**src/rtl/dagen_pkg.sv**
```systemverilog
// Purpose: shared constants and types for the data address generator
// Assumes: 16-bit working registers, 23-bit program counter
// Notes: word-aligned stack stepping by two byte addresses, byte-addressed data space
package dagen_pkg;

   localparam int DW = 16;
   localparam int NREG = 16;
   localparam logic [3:0] SP_IDX = 4'hF;
   localparam logic [3:0] FP_IDX = 4'hE;
   localparam logic [3:0] DEFAULT_WORKING_ALIAS_IDX = 4'h0;
   localparam logic [15:0] SP_RESET = 16'h1000;
   localparam logic [15:0] REG_RESET = 16'h0000;
   localparam logic [15:0] NEAR_MASK = 16'h1FFF;
   localparam int FADDR_W = 13;
   localparam int LIT5_W = 5;
   localparam int LIT10_W = 10;
   localparam logic [15:0] WORD_STEP = 16'h0002;
   localparam logic [15:0] EDS_BIT = 16'h8000;

   // addressing modes
   typedef enum logic [2:0] {
      AM_DIRECT   = 3'b000,
      AM_IND      = 3'b001,
      AM_POST     = 3'b010,
      AM_PRE      = 3'b011,
      AM_INDEXED  = 3'b100,
      AM_LITOFF   = 3'b101,
      AM_LITERAL  = 3'b110,
      AM_FILE     = 3'b111
   } dagen_mode_t;

   // instruction classes
   typedef enum logic [1:0] {
      IC_FILE   = 2'b00,
      IC_THREE  = 2'b01,
      IC_MOVE   = 2'b10,
      IC_OTHER  = 2'b11
   } dagen_class_t;

   // stack sequencer operations
   typedef enum logic [2:0] {
      SO_NONE  = 3'b000,
      SO_PUSH  = 3'b001,
      SO_POP   = 3'b010,
      SO_CALL  = 3'b011,
      SO_TRAP  = 3'b100,
      SO_RET   = 3'b101
   } dagen_stkop_t;

   typedef struct packed {
      dagen_class_t cls;
      dagen_mode_t mode;
      logic [3:0] ptr_sel;
      logic [3:0] base_sel;
      logic signed [15:0] modifier;
      logic [15:0] literal;
      logic [12:0] faddr;
      logic is_mul;
      logic to_default_working_alias;
   } dagen_req_t;

   typedef struct packed {
      logic valid;
      logic [15:0] addr;
      logic eds_ok;
      logic is_lit;
      logic [15:0] lit;
      logic [3:0] dest_reg;
      logic dest_is_reg;
      logic bad_mode;
   } dagen_ea_t;

   typedef struct packed {
      logic we;
      logic re;
      logic [15:0] addr;
      logic [15:0] wdata;
   } dagen_mem_t;

endpackage : dagen_pkg

```
**src/rtl/dagen_calc.sv**
```systemverilog
// Purpose: combinational effective address calculator
// Assumes: register values already read by the caller
// Notes: no state; stack and active frame addresses never paged
`timescale 1ns/1ps
module dagen_calc (
   // request
   input wire dagen_pkg::dagen_req_t req,
   input wire logic [15:0] pointer_reg,
   input wire logic [15:0] base_operand_reg,
   input wire logic frame_pointer_active_flag,
   // result
   output dagen_pkg::dagen_ea_t ea,
   output logic ptr_wb,
   output logic [15:0] ptr_new
);

   function automatic logic mode_legal(dagen_pkg::dagen_class_t c,
                                       dagen_pkg::dagen_mode_t m);
      logic ok;
      ok = 1'b0;
      case (c)
         dagen_pkg::IC_FILE: ok = (m == dagen_pkg::AM_FILE);
         dagen_pkg::IC_THREE: ok = (m == dagen_pkg::AM_DIRECT) ||
            (m == dagen_pkg::AM_IND) || (m == dagen_pkg::AM_POST) ||
            (m == dagen_pkg::AM_PRE) ||
            (m == dagen_pkg::AM_LITERAL);
         // move takes every mode, indexed and whole-space file form too
         dagen_pkg::IC_MOVE: ok = 1'b1;
         default: ok = 1'b1;
      endcase
      return ok;
   endfunction : mode_legal

   logic [15:0] sum;
   logic unpaged;

   always_comb begin
      ea = '0;
      ptr_wb = 1'b0;
      ptr_new = pointer_reg;
      sum = pointer_reg;
      ea.valid = 1'b1;
      ea.bad_mode = !mode_legal(req.cls, req.mode);
      ea.dest_reg = req.ptr_sel;
      case (req.mode)
         dagen_pkg::AM_FILE: begin
            // move reaches the whole space, others only the near region
            if (req.cls == dagen_pkg::IC_MOVE) begin
               sum = req.literal;
            end else begin
               sum = {3'b000, req.faddr};
            end
            ea.dest_reg = dagen_pkg::DEFAULT_WORKING_ALIAS_IDX;
            ea.dest_is_reg = req.to_default_working_alias || req.is_mul;
         end
         dagen_pkg::AM_DIRECT: begin
            ea.is_lit = 1'b1;
            ea.lit = pointer_reg;
            ea.dest_is_reg = 1'b1;
         end
         dagen_pkg::AM_IND: sum = pointer_reg;
         dagen_pkg::AM_POST: begin
            sum = pointer_reg;
            ptr_wb = 1'b1;
            ptr_new = pointer_reg + req.modifier;
         end
         dagen_pkg::AM_PRE: begin
            sum = pointer_reg + req.modifier;
            ptr_wb = 1'b1;
            ptr_new = sum;
         end
         dagen_pkg::AM_INDEXED: sum = pointer_reg + base_operand_reg;
         dagen_pkg::AM_LITOFF: sum = pointer_reg + req.literal;
         dagen_pkg::AM_LITERAL: begin
            ea.is_lit = 1'b1;
            // three-operand literal is taken as 10 bits wide
            ea.lit = (req.cls == dagen_pkg::IC_THREE) ?
               {6'h00, req.literal[dagen_pkg::LIT10_W-1:0]} :
               req.literal;
         end
         default: sum = pointer_reg;
      endcase
      ea.addr = sum;
      unpaged = (req.ptr_sel == dagen_pkg::SP_IDX) ||
         (req.ptr_sel == dagen_pkg::FP_IDX && frame_pointer_active_flag);
      ea.eds_ok = !unpaged && !ea.is_lit &&
         (req.mode != dagen_pkg::AM_DIRECT);
   end

endmodule : dagen_calc

```
**src/rtl/dagen_core.sv**
```systemverilog
// Purpose: working register file, stack sequencer and address path
// Assumes: decode presents one request per cycle with a valid strobe
// Notes: stack frames of two words take two cycles
`timescale 1ns/1ps

// Notes on behaviour
// - stack pointer auto-updated, still ordinary register
// - stack pointer bit zero forced zero
// - reset loads stack pointer with 0x1000
// - push writes then increments, pop predecrements
// - pc low word first, upper bits next
// - call zero-fills upper byte of second word
// - exception joins status low byte to pc
// - stack and active frame never paged
// - file field thirteen bits, near region
// - file ops default to working register zero
// - three-operand first operand register direct only
// - three-operand mode subset enforced
// - plain indirect uses pointer unchanged
// - post-modify uses old value then adjusts
// - pre-modify adjusts then uses
// - indexed adds pointer and base register
// - literal offset adds pointer and literal
// - move also allows indexed mode
// - move source and destination share offset field
// - move reaches entire data space
module dagen_core (
   // clock and reset
   input wire logic clk,
   input wire logic rst,
   // decode request
   input wire logic req_valid,
   input wire dagen_pkg::dagen_req_t src_req,
   input wire dagen_pkg::dagen_req_t dst_req,
   input wire logic dst_used,
   // register write from the datapath
   input wire logic wr_en,
   input wire logic [3:0] wr_sel,
   input wire logic [15:0] wr_data,
   // stack operations
   input wire dagen_pkg::dagen_stkop_t stk_op,
   input wire logic [22:0] pc_in,
   input wire logic [15:0] push_data,
   input wire logic [7:0] status_low_byte,
   input wire logic frame_pointer_active_flag,
   // memory read data
   input wire logic [15:0] mem_rdata,
   // address results
   output dagen_pkg::dagen_ea_t src_ea,
   output dagen_pkg::dagen_ea_t dst_ea,
   output logic req_ready,
   // stack memory access and pop results
   output dagen_pkg::dagen_mem_t stk_mem,
   output logic pop_valid,
   output logic [15:0] pop_data,
   output logic [22:0] pc_out,
   output logic [7:0] status_out,
   output logic [15:0] stack_pointer
);

   typedef enum logic [2:0] {
      ST_IDLE  = 3'b000,
      ST_HI    = 3'b001,
      ST_RLO   = 3'b010,
      ST_RHI   = 3'b011,
      ST_POP   = 3'b100
   } dagen_state_t;

   // ------------------------------------------------------------
   // register file
   // ------------------------------------------------------------
   logic [15:0] regs_q [dagen_pkg::NREG];
   logic [15:0] regs_d [dagen_pkg::NREG];

   dagen_state_t state_q, state_d;
   logic [15:0] hi_word_q, hi_word_d;
   logic [6:0] pc_hi_q, pc_hi_d;
   dagen_pkg::dagen_ea_t src_ea_q, src_ea_d, dst_ea_q, dst_ea_d;
   dagen_pkg::dagen_mem_t mem_q, mem_d;
   logic pop_valid_q, pop_valid_d;
   logic [15:0] pop_data_q, pop_data_d;
   logic [22:0] pc_out_q, pc_out_d;
   logic [7:0] status_q, status_d;

   logic src_wb, dst_wb;
   logic [15:0] src_new, dst_new;
   dagen_pkg::dagen_ea_t src_c, dst_c;
   dagen_pkg::dagen_req_t dst_fix;

   // one shared offset field: destination sees the source base register
   always_comb begin
      dst_fix = dst_req;
      dst_fix.base_sel = src_req.base_sel;
   end

   dagen_calc u_src (
      .req(src_req),
      .pointer_reg(regs_q[src_req.ptr_sel]),
      .base_operand_reg(regs_q[src_req.base_sel]),
      .frame_pointer_active_flag(frame_pointer_active_flag),
      .ea(src_c),
      .ptr_wb(src_wb),
      .ptr_new(src_new)
   );

   dagen_calc u_dst (
      .req(dst_fix),
      .pointer_reg(regs_q[dst_fix.ptr_sel]),
      .base_operand_reg(regs_q[dst_fix.base_sel]),
      .frame_pointer_active_flag(frame_pointer_active_flag),
      .ea(dst_c),
      .ptr_wb(dst_wb),
      .ptr_new(dst_new)
   );

   logic [15:0] sp;
   assign sp = regs_q[dagen_pkg::SP_IDX];

   // ------------------------------------------------------------
   // next state
   // ------------------------------------------------------------
   always_comb begin
      for (int i = 0; i < dagen_pkg::NREG; i++) begin
         regs_d[i] = regs_q[i];
      end
      state_d = state_q;
      hi_word_d = hi_word_q;
      pc_hi_d = pc_hi_q;
      src_ea_d = src_ea_q;
      dst_ea_d = dst_ea_q;
      mem_d = '0;
      pop_valid_d = 1'b0;
      pop_data_d = pop_data_q;
      pc_out_d = pc_out_q;
      status_d = status_q;
      src_ea_d.valid = 1'b0;
      dst_ea_d.valid = 1'b0;

      // datapath writes: any instruction may touch the stack pointer
      if (wr_en) begin
         regs_d[wr_sel] = wr_data;
      end

      case (state_q)
         ST_IDLE: begin
            if (stk_op == dagen_pkg::SO_PUSH) begin
               mem_d = '{we: 1'b1, re: 1'b0, addr: sp,
                         wdata: push_data};
               regs_d[dagen_pkg::SP_IDX] = sp + dagen_pkg::WORD_STEP;
            end else if (stk_op == dagen_pkg::SO_CALL ||
                         stk_op == dagen_pkg::SO_TRAP) begin
               mem_d = '{we: 1'b1, re: 1'b0, addr: sp,
                         wdata: pc_in[15:0]};
               regs_d[dagen_pkg::SP_IDX] = sp + dagen_pkg::WORD_STEP;
               if (stk_op == dagen_pkg::SO_CALL) begin
                  hi_word_d = {9'h000, pc_in[22:16]};
               end else begin
                  hi_word_d = {status_low_byte, 1'b0,
                               pc_in[22:16]};
               end
               state_d = ST_HI;
            end else if (stk_op == dagen_pkg::SO_RET) begin
               regs_d[dagen_pkg::SP_IDX] = sp - dagen_pkg::WORD_STEP;
               mem_d = '{we: 1'b0, re: 1'b1,
                         addr: sp - dagen_pkg::WORD_STEP,
                         wdata: 16'h0000};
               state_d = ST_RHI;
            end else if (stk_op == dagen_pkg::SO_POP) begin
               regs_d[dagen_pkg::SP_IDX] = sp - dagen_pkg::WORD_STEP;
               mem_d = '{we: 1'b0, re: 1'b1,
                         addr: sp - dagen_pkg::WORD_STEP,
                         wdata: 16'h0000};
               state_d = ST_POP;
            end else if (req_valid) begin
               src_ea_d = src_c;
               dst_ea_d = dst_c;
               dst_ea_d.valid = dst_used;
               if (src_wb) begin
                  regs_d[src_req.ptr_sel] = src_new;
               end
               if (dst_used && dst_wb) begin
                  regs_d[dst_fix.ptr_sel] = dst_new;
               end
            end
         end
         ST_HI: begin
            mem_d = '{we: 1'b1, re: 1'b0, addr: sp,
                      wdata: hi_word_q};
            regs_d[dagen_pkg::SP_IDX] = sp + dagen_pkg::WORD_STEP;
            state_d = ST_IDLE;
         end
         ST_RHI: begin
            // upper word returns first, then the low word
            pc_hi_d = mem_rdata[6:0];
            status_d = mem_rdata[15:8];
            regs_d[dagen_pkg::SP_IDX] = sp - dagen_pkg::WORD_STEP;
            mem_d = '{we: 1'b0, re: 1'b1,
                      addr: sp - dagen_pkg::WORD_STEP,
                      wdata: 16'h0000};
            state_d = ST_RLO;
         end
         ST_RLO: begin
            pc_out_d = {pc_hi_q, mem_rdata};
            pop_valid_d = 1'b1;
            state_d = ST_IDLE;
         end
         ST_POP: begin
            pop_data_d = mem_rdata;
            pop_valid_d = 1'b1;
            state_d = ST_IDLE;
         end
         default: state_d = ST_IDLE;
      endcase

      // stack stays word aligned whatever was written
      regs_d[dagen_pkg::SP_IDX][0] = 1'b0;
   end

   // ------------------------------------------------------------
   // registers
   // ------------------------------------------------------------
   always_ff @(posedge clk or posedge rst) begin
      if (rst) begin
         for (int i = 0; i < dagen_pkg::NREG; i++) begin
            regs_q[i] <= dagen_pkg::REG_RESET;
         end
         regs_q[dagen_pkg::SP_IDX] <= dagen_pkg::SP_RESET;
         state_q <= ST_IDLE;
         hi_word_q <= 16'h0000;
         pc_hi_q <= 7'h00;
         src_ea_q <= '0;
         dst_ea_q <= '0;
         mem_q <= '0;
         pop_valid_q <= 1'b0;
         pop_data_q <= 16'h0000;
         pc_out_q <= 23'h000000;
         status_q <= 8'h00;
      end else begin
         for (int i = 0; i < dagen_pkg::NREG; i++) begin
            regs_q[i] <= regs_d[i];
         end
         state_q <= state_d;
         hi_word_q <= hi_word_d;
         pc_hi_q <= pc_hi_d;
         src_ea_q <= src_ea_d;
         dst_ea_q <= dst_ea_d;
         mem_q <= mem_d;
         pop_valid_q <= pop_valid_d;
         pop_data_q <= pop_data_d;
         pc_out_q <= pc_out_d;
         status_q <= status_d;
      end
   end

   // ------------------------------------------------------------
   // outputs
   // ------------------------------------------------------------
   // second word of a call or trap frame blocks new requests for one cycle, a return for two
   assign req_ready = (state_q == ST_IDLE);
   assign src_ea = src_ea_q;
   assign dst_ea = dst_ea_q;
   assign stk_mem = mem_q;
   assign pop_valid = pop_valid_q;
   assign pop_data = pop_data_q;
   assign pc_out = pc_out_q;
   assign status_out = status_q;
   assign stack_pointer = sp;

endmodule : dagen_core

```
**config.mk**
```make
export PLATFORM = sky130hd
export DESIGN_NAME = dagen_core
export DESIGN_NICKNAME = d
export VERILOG_FILES = /design/src/rtl/dagen_pkg.sv /design/src/rtl/dagen_calc.sv /design/src/rtl/dagen_core.sv
export SDC_FILE = /design/constraint.sdc
export NUM_CORES = 2
export LEC_CHECK = 0
export CORE_AREA = 2 2 275 277
export DETAILED_ROUTE_END_ITERATION = 7
export DIE_AREA = 0 0 277 279
export DONT_BUFFER_PORTS = 1
export PLACE_DENSITY = 0.58
export REMOVE_ABC_BUFFERS = 1
export SLEW_MARGIN = 20
export SYNTH_ARGS = -nofsm -noshare
export SYNTH_HDL_FRONTEND = slang
export SYNTH_SLANG_ARGS = --single-unit
```
**constraint.sdc**
```tcl
create_clock -name clk -period 30.8 [get_ports clk]
set_input_delay 1.54 -clock clk [delete_from_list [all_inputs] [get_ports clk]]
set_output_delay 1.54 -clock clk [all_outputs]
set_load 0.02 [all_outputs]
```
==> flow_summary.json <==
{
  "cp_max_fo": 16,
  "ir_drop_v": 0.00005339,
  "max_cap_viol_count": 0,
  "synth_most_common_cell": "dfrtp_1",
  "clock_path_buffers": 3,
  "cts.hold.buffers_added": 0,
  "startpoint_type": "primary input",
  "final-max-slew-violation-count": 0,
  "timing.rr.end": "stack_pointer[15]$_DFF_PP0_",
  "multiInputGateArea_sq_mm": 0.02091,
  "dp.final_hpwl_um": 97350,
  "synth_top_family_by_area": "multiplexers",
  "cts_root_buf": "clkbuf_16",
  "vias_per_cell": 7.540,
  "hold_path.startpoint": "pc_hi_q[1]$_DFFE_PP0N_",
  "cts_max_level": 2,
  "finalSetupViolations": 0,
  "synth.area.top_cells": "dfrtp_1, mux4_2, mux2i_1, a22oi_1, nand2_1",
  "synth-simple-area-share_pct": 9.607,
  "nets": 3378,
  "crit_path_frequent_cell": "nor2_1",
  "drt_wl_total_um": 151700,
  "core-area_sq_mm": 0.07407,
  "grt_pass1_wl_um": 215800,
  "synth_top_cell_area_share_pct": 33.32,
  "io_buffers": 0,
  "cp_slowest_cell": "nor2_1",
  "synth_adder_area_share_pct": 2.578,
  "start_util_pct": 44.82,
  "synth_compound_area_share_pct": 20.66,
  "whs_path_depth": 2,
  "cts.repair.resized": 0,
  "ioPinCount": 393,
  "r2r_cells": 11,
  "ys_warn_count": 0,
  "numCtsBuffers": 53,
  "synth_top_area_cell": "dfrtp_1",
  "layout.area.seq_sq_mm": 0.01109,
  "ys_seq_area_share_pct": 33.40,
  "drc_errors": 0,
  "path_clk_slew_ps": 60,
  "regToRegSetupSlack_ps": 25440,
  "fp.dieW_um": 277,
  "cp_data_arrival_time_ps": 6430,
  "grt_util_all_layers_pct": 38.16,
  "crit_chain": "inv_1 -> nor2_1 -> nand2_1 -> mux2_2 -> ha_1 -> fa_1 -> a21o_1 -> a21oi_1 -> o21ai_0 -> a311oi_1 -> o31ai_1 -> xor2_1 -> a221oi_1 -> nor2_1",
  "worst_slew_pin_slew_ps": 1283,
  "dr.pass1.iters": 7,
  "ys_ff_latch": 443,
  "timing.final.crit_period_ps": 5920,
  "hold_viol": 0,
  "fin_crit_sh_pct": 19.22,
  "synthTopCellsByCount": "dfrtp_1, nand2_1, mux2i_1, mux4_2, a22oi_1",
  "endpoint_kind": "register",
  "cts.sinks": 443,
  "synth.mux.area_fraction_pct": 27.08,
  "grt_max_degree": 206,
  "rows": 100,
  "route.antenna.remaining_nets": 0,
  "areaGrowthSynthToFinish_pct": 8.408,
  "cts_tree": "built",
  "rsz0062_at_grt": "no",
  "ys_types": 83,
  "required_ps": 31310,
  "p_leak_nw": 13.84,
  "utilization_pct": 48.59,
  "overflow": 0,
  "dieArea_sq_mm": 0.07728,
  "syn_avg_cell_area_sq_um": 10.11,
  "wl_per_cell_um": 36.86,
  "outcome": "finished clean",
  "post_cts_buffers": 0,
  "synth-main-ff-cell": "dfrtp_1",
  "finalSetupTns_ps": 0,
  "netlist_area_sq_mm": 0.03320,
  "pwr_density_cell_mw_per_mm2": 82.66,
  "drive_above_1_share_pct": 18.80,
  "clock_latency_ps": 660,
  "max_freq_mhz": 168.9,
  "antenna_found_initial": 7,
  "netlist_instances": 3285,
  "finClkSkew_ps": 26.78,
  "grt_pass1_vias": 30770,
  "via_count": 31030,
  "ys_async_sr_fraction_pct": 100.0,
  "synth_edf_count": 0,
  "crit_path_max_incr_delay_ps": 820,
  "place_congestion": 0.9660,
  "min_to": "pc_hi_q[1]$_DFFE_PP0N_",
  "drt_iter0_drc": 4862,
  "r2r-start": "stack_pointer[3]$_DFF_PP0_",
  "max_slew_margin_pct": 13.82,
  "hold_path.class": "reg2reg",
  "path_class": "in2reg",
  "synth_xor_area_share_pct": 1.817,
  "die_h_um": 279,
  "fillCellCount": 6803
}
==> cells by family after synthesis <==
group,after synthesis
buffers and inverters,372
AO/OA/AOI/OAI,1020
other,1
multiplexers,590
AND/OR/NAND/NOR,725
flip-flops,443
XOR/XNOR,68
adder cells (fa/ha/maj),66
==> sequential cells by signal, indices dropped and copies added, names as in the netlist <==
name and cells:
pc_out 23, stack_pointer 15, stk_mem 33, regs_q 240
src_ea 41, state_q 3, pc_hi_q 7, pop_data 16
hi_word_q 15, dst_ea 41, pop_valid 1, status_out 8
==> area by class of cell <==
| type | count | area share (%) |
|---|---|---|
| Antenna cell | 3 | 0.02086 |
| Clock buffer | 75 | 4.221 |
| Clock inverter | 23 | 1.182 |
| Inverter | 51 | 0.5563 |
| Multi-Input combinational cell | 2471 | 58.11 |
| Sequential cell | 443 | 30.81 |
| Tap cell | 969 | 3.369 |
| Timing Repair Buffer | 80 | 1.738 |
==> critical path, delay by kind of cell <==
kind	cells	cell delay [ps]
AO/OA/AOI/OAI	6	1830
XOR/XNOR	1	150
adder cells (fa/ha/maj)	2	690
buffers and inverters	1	80
multiplexers	1	490
AND/OR/NAND/NOR	3	1640
==> metrics by stage <==
step / total power, mW / worst slack, ps / hold WS, ps / cells / cell area, sq um
after floorplan: 1.766 / 16920 / 437.6 / 2965 / 31780
after global placement: 2.163 / 24460 / 454.7 / 4014 / 33920
after detailed placement: 2.202 / 24420 / 459.7 / 4014 / 33960
after CTS: 2.915 / 25060 / 474.9 / 4112 / 35910
after global routing: 3.079 / 24850 / 503.1 / 4112 / 35980
final: 2.975 / 24880 / 472.2 / 4115 / 35990
==> metal layers <==
metal	track usage [%]	vias up	part of all wire (%)
li1	-	12400	-
met1	44.91	15480	35
met5	0.7505	-	0.095
met2	56.73	2464	43
met4	24.54	14	7.7
met3	16.89	676	15
==> report_power, final <==
group / leakage, nW / internal, mW / switching, mW
registers: 5.41 / 0.750 / 0.275
logic: 7.49 / 0.493 / 0.739
clock network: 0.946 / 0.429 / 0.289
total: 13.8 / 1.67 / 1.30
==> worst max-delay path by stage <==
stage | from | end | slack, ps | cells after the start
3_3_place_gp | src_req[57] | src_ea[38]$_DFFE_PP0P_ | 24460 | 14
3_5_place_dp | src_req[57] | src_ea[38]$_DFFE_PP0P_ | 24420 | 14
6_report | src_req[57] | src_ea[38]$_DFFE_PP0P_ | 24880 | 14
5_1_grt | src_req[57] | src_ea[38]$_DFFE_PP0P_ | 24850 | 14
4_1_cts | src_req[57] | src_ea[38]$_DFFE_PP0P_ | 25060 | 14
2_1_floorplan | rst | dst_ea[0]$_DFFE_PP0P_ | 16920 | 1
==> cell usage in the layout (no fill, tap or decap), types with 42 or more instances in the layout <==
cell | Yosys | layout
a21oi_1 | 126 | 111
a22oi_1 | 219 | 219
buf_4 | 24 | 78
clkbuf_16 | 0 | 53
dfrtp_1 | 442 | 442
ha_1 | 62 | 62
inv_1 | 47 | 46
mux2_2 | 86 | 86
mux2i_1 | 266 | 265
mux4_2 | 235 | 235
nand2_1 | 364 | 364
nand3_1 | 55 | 55
nor2_1 | 157 | 121
o21ai_0 | 180 | 180
o221ai_1 | 56 | 56
o22ai_1 | 215 | 215
xnor2_1 | 43 | 42
Power figures use the tool's default switching activity.
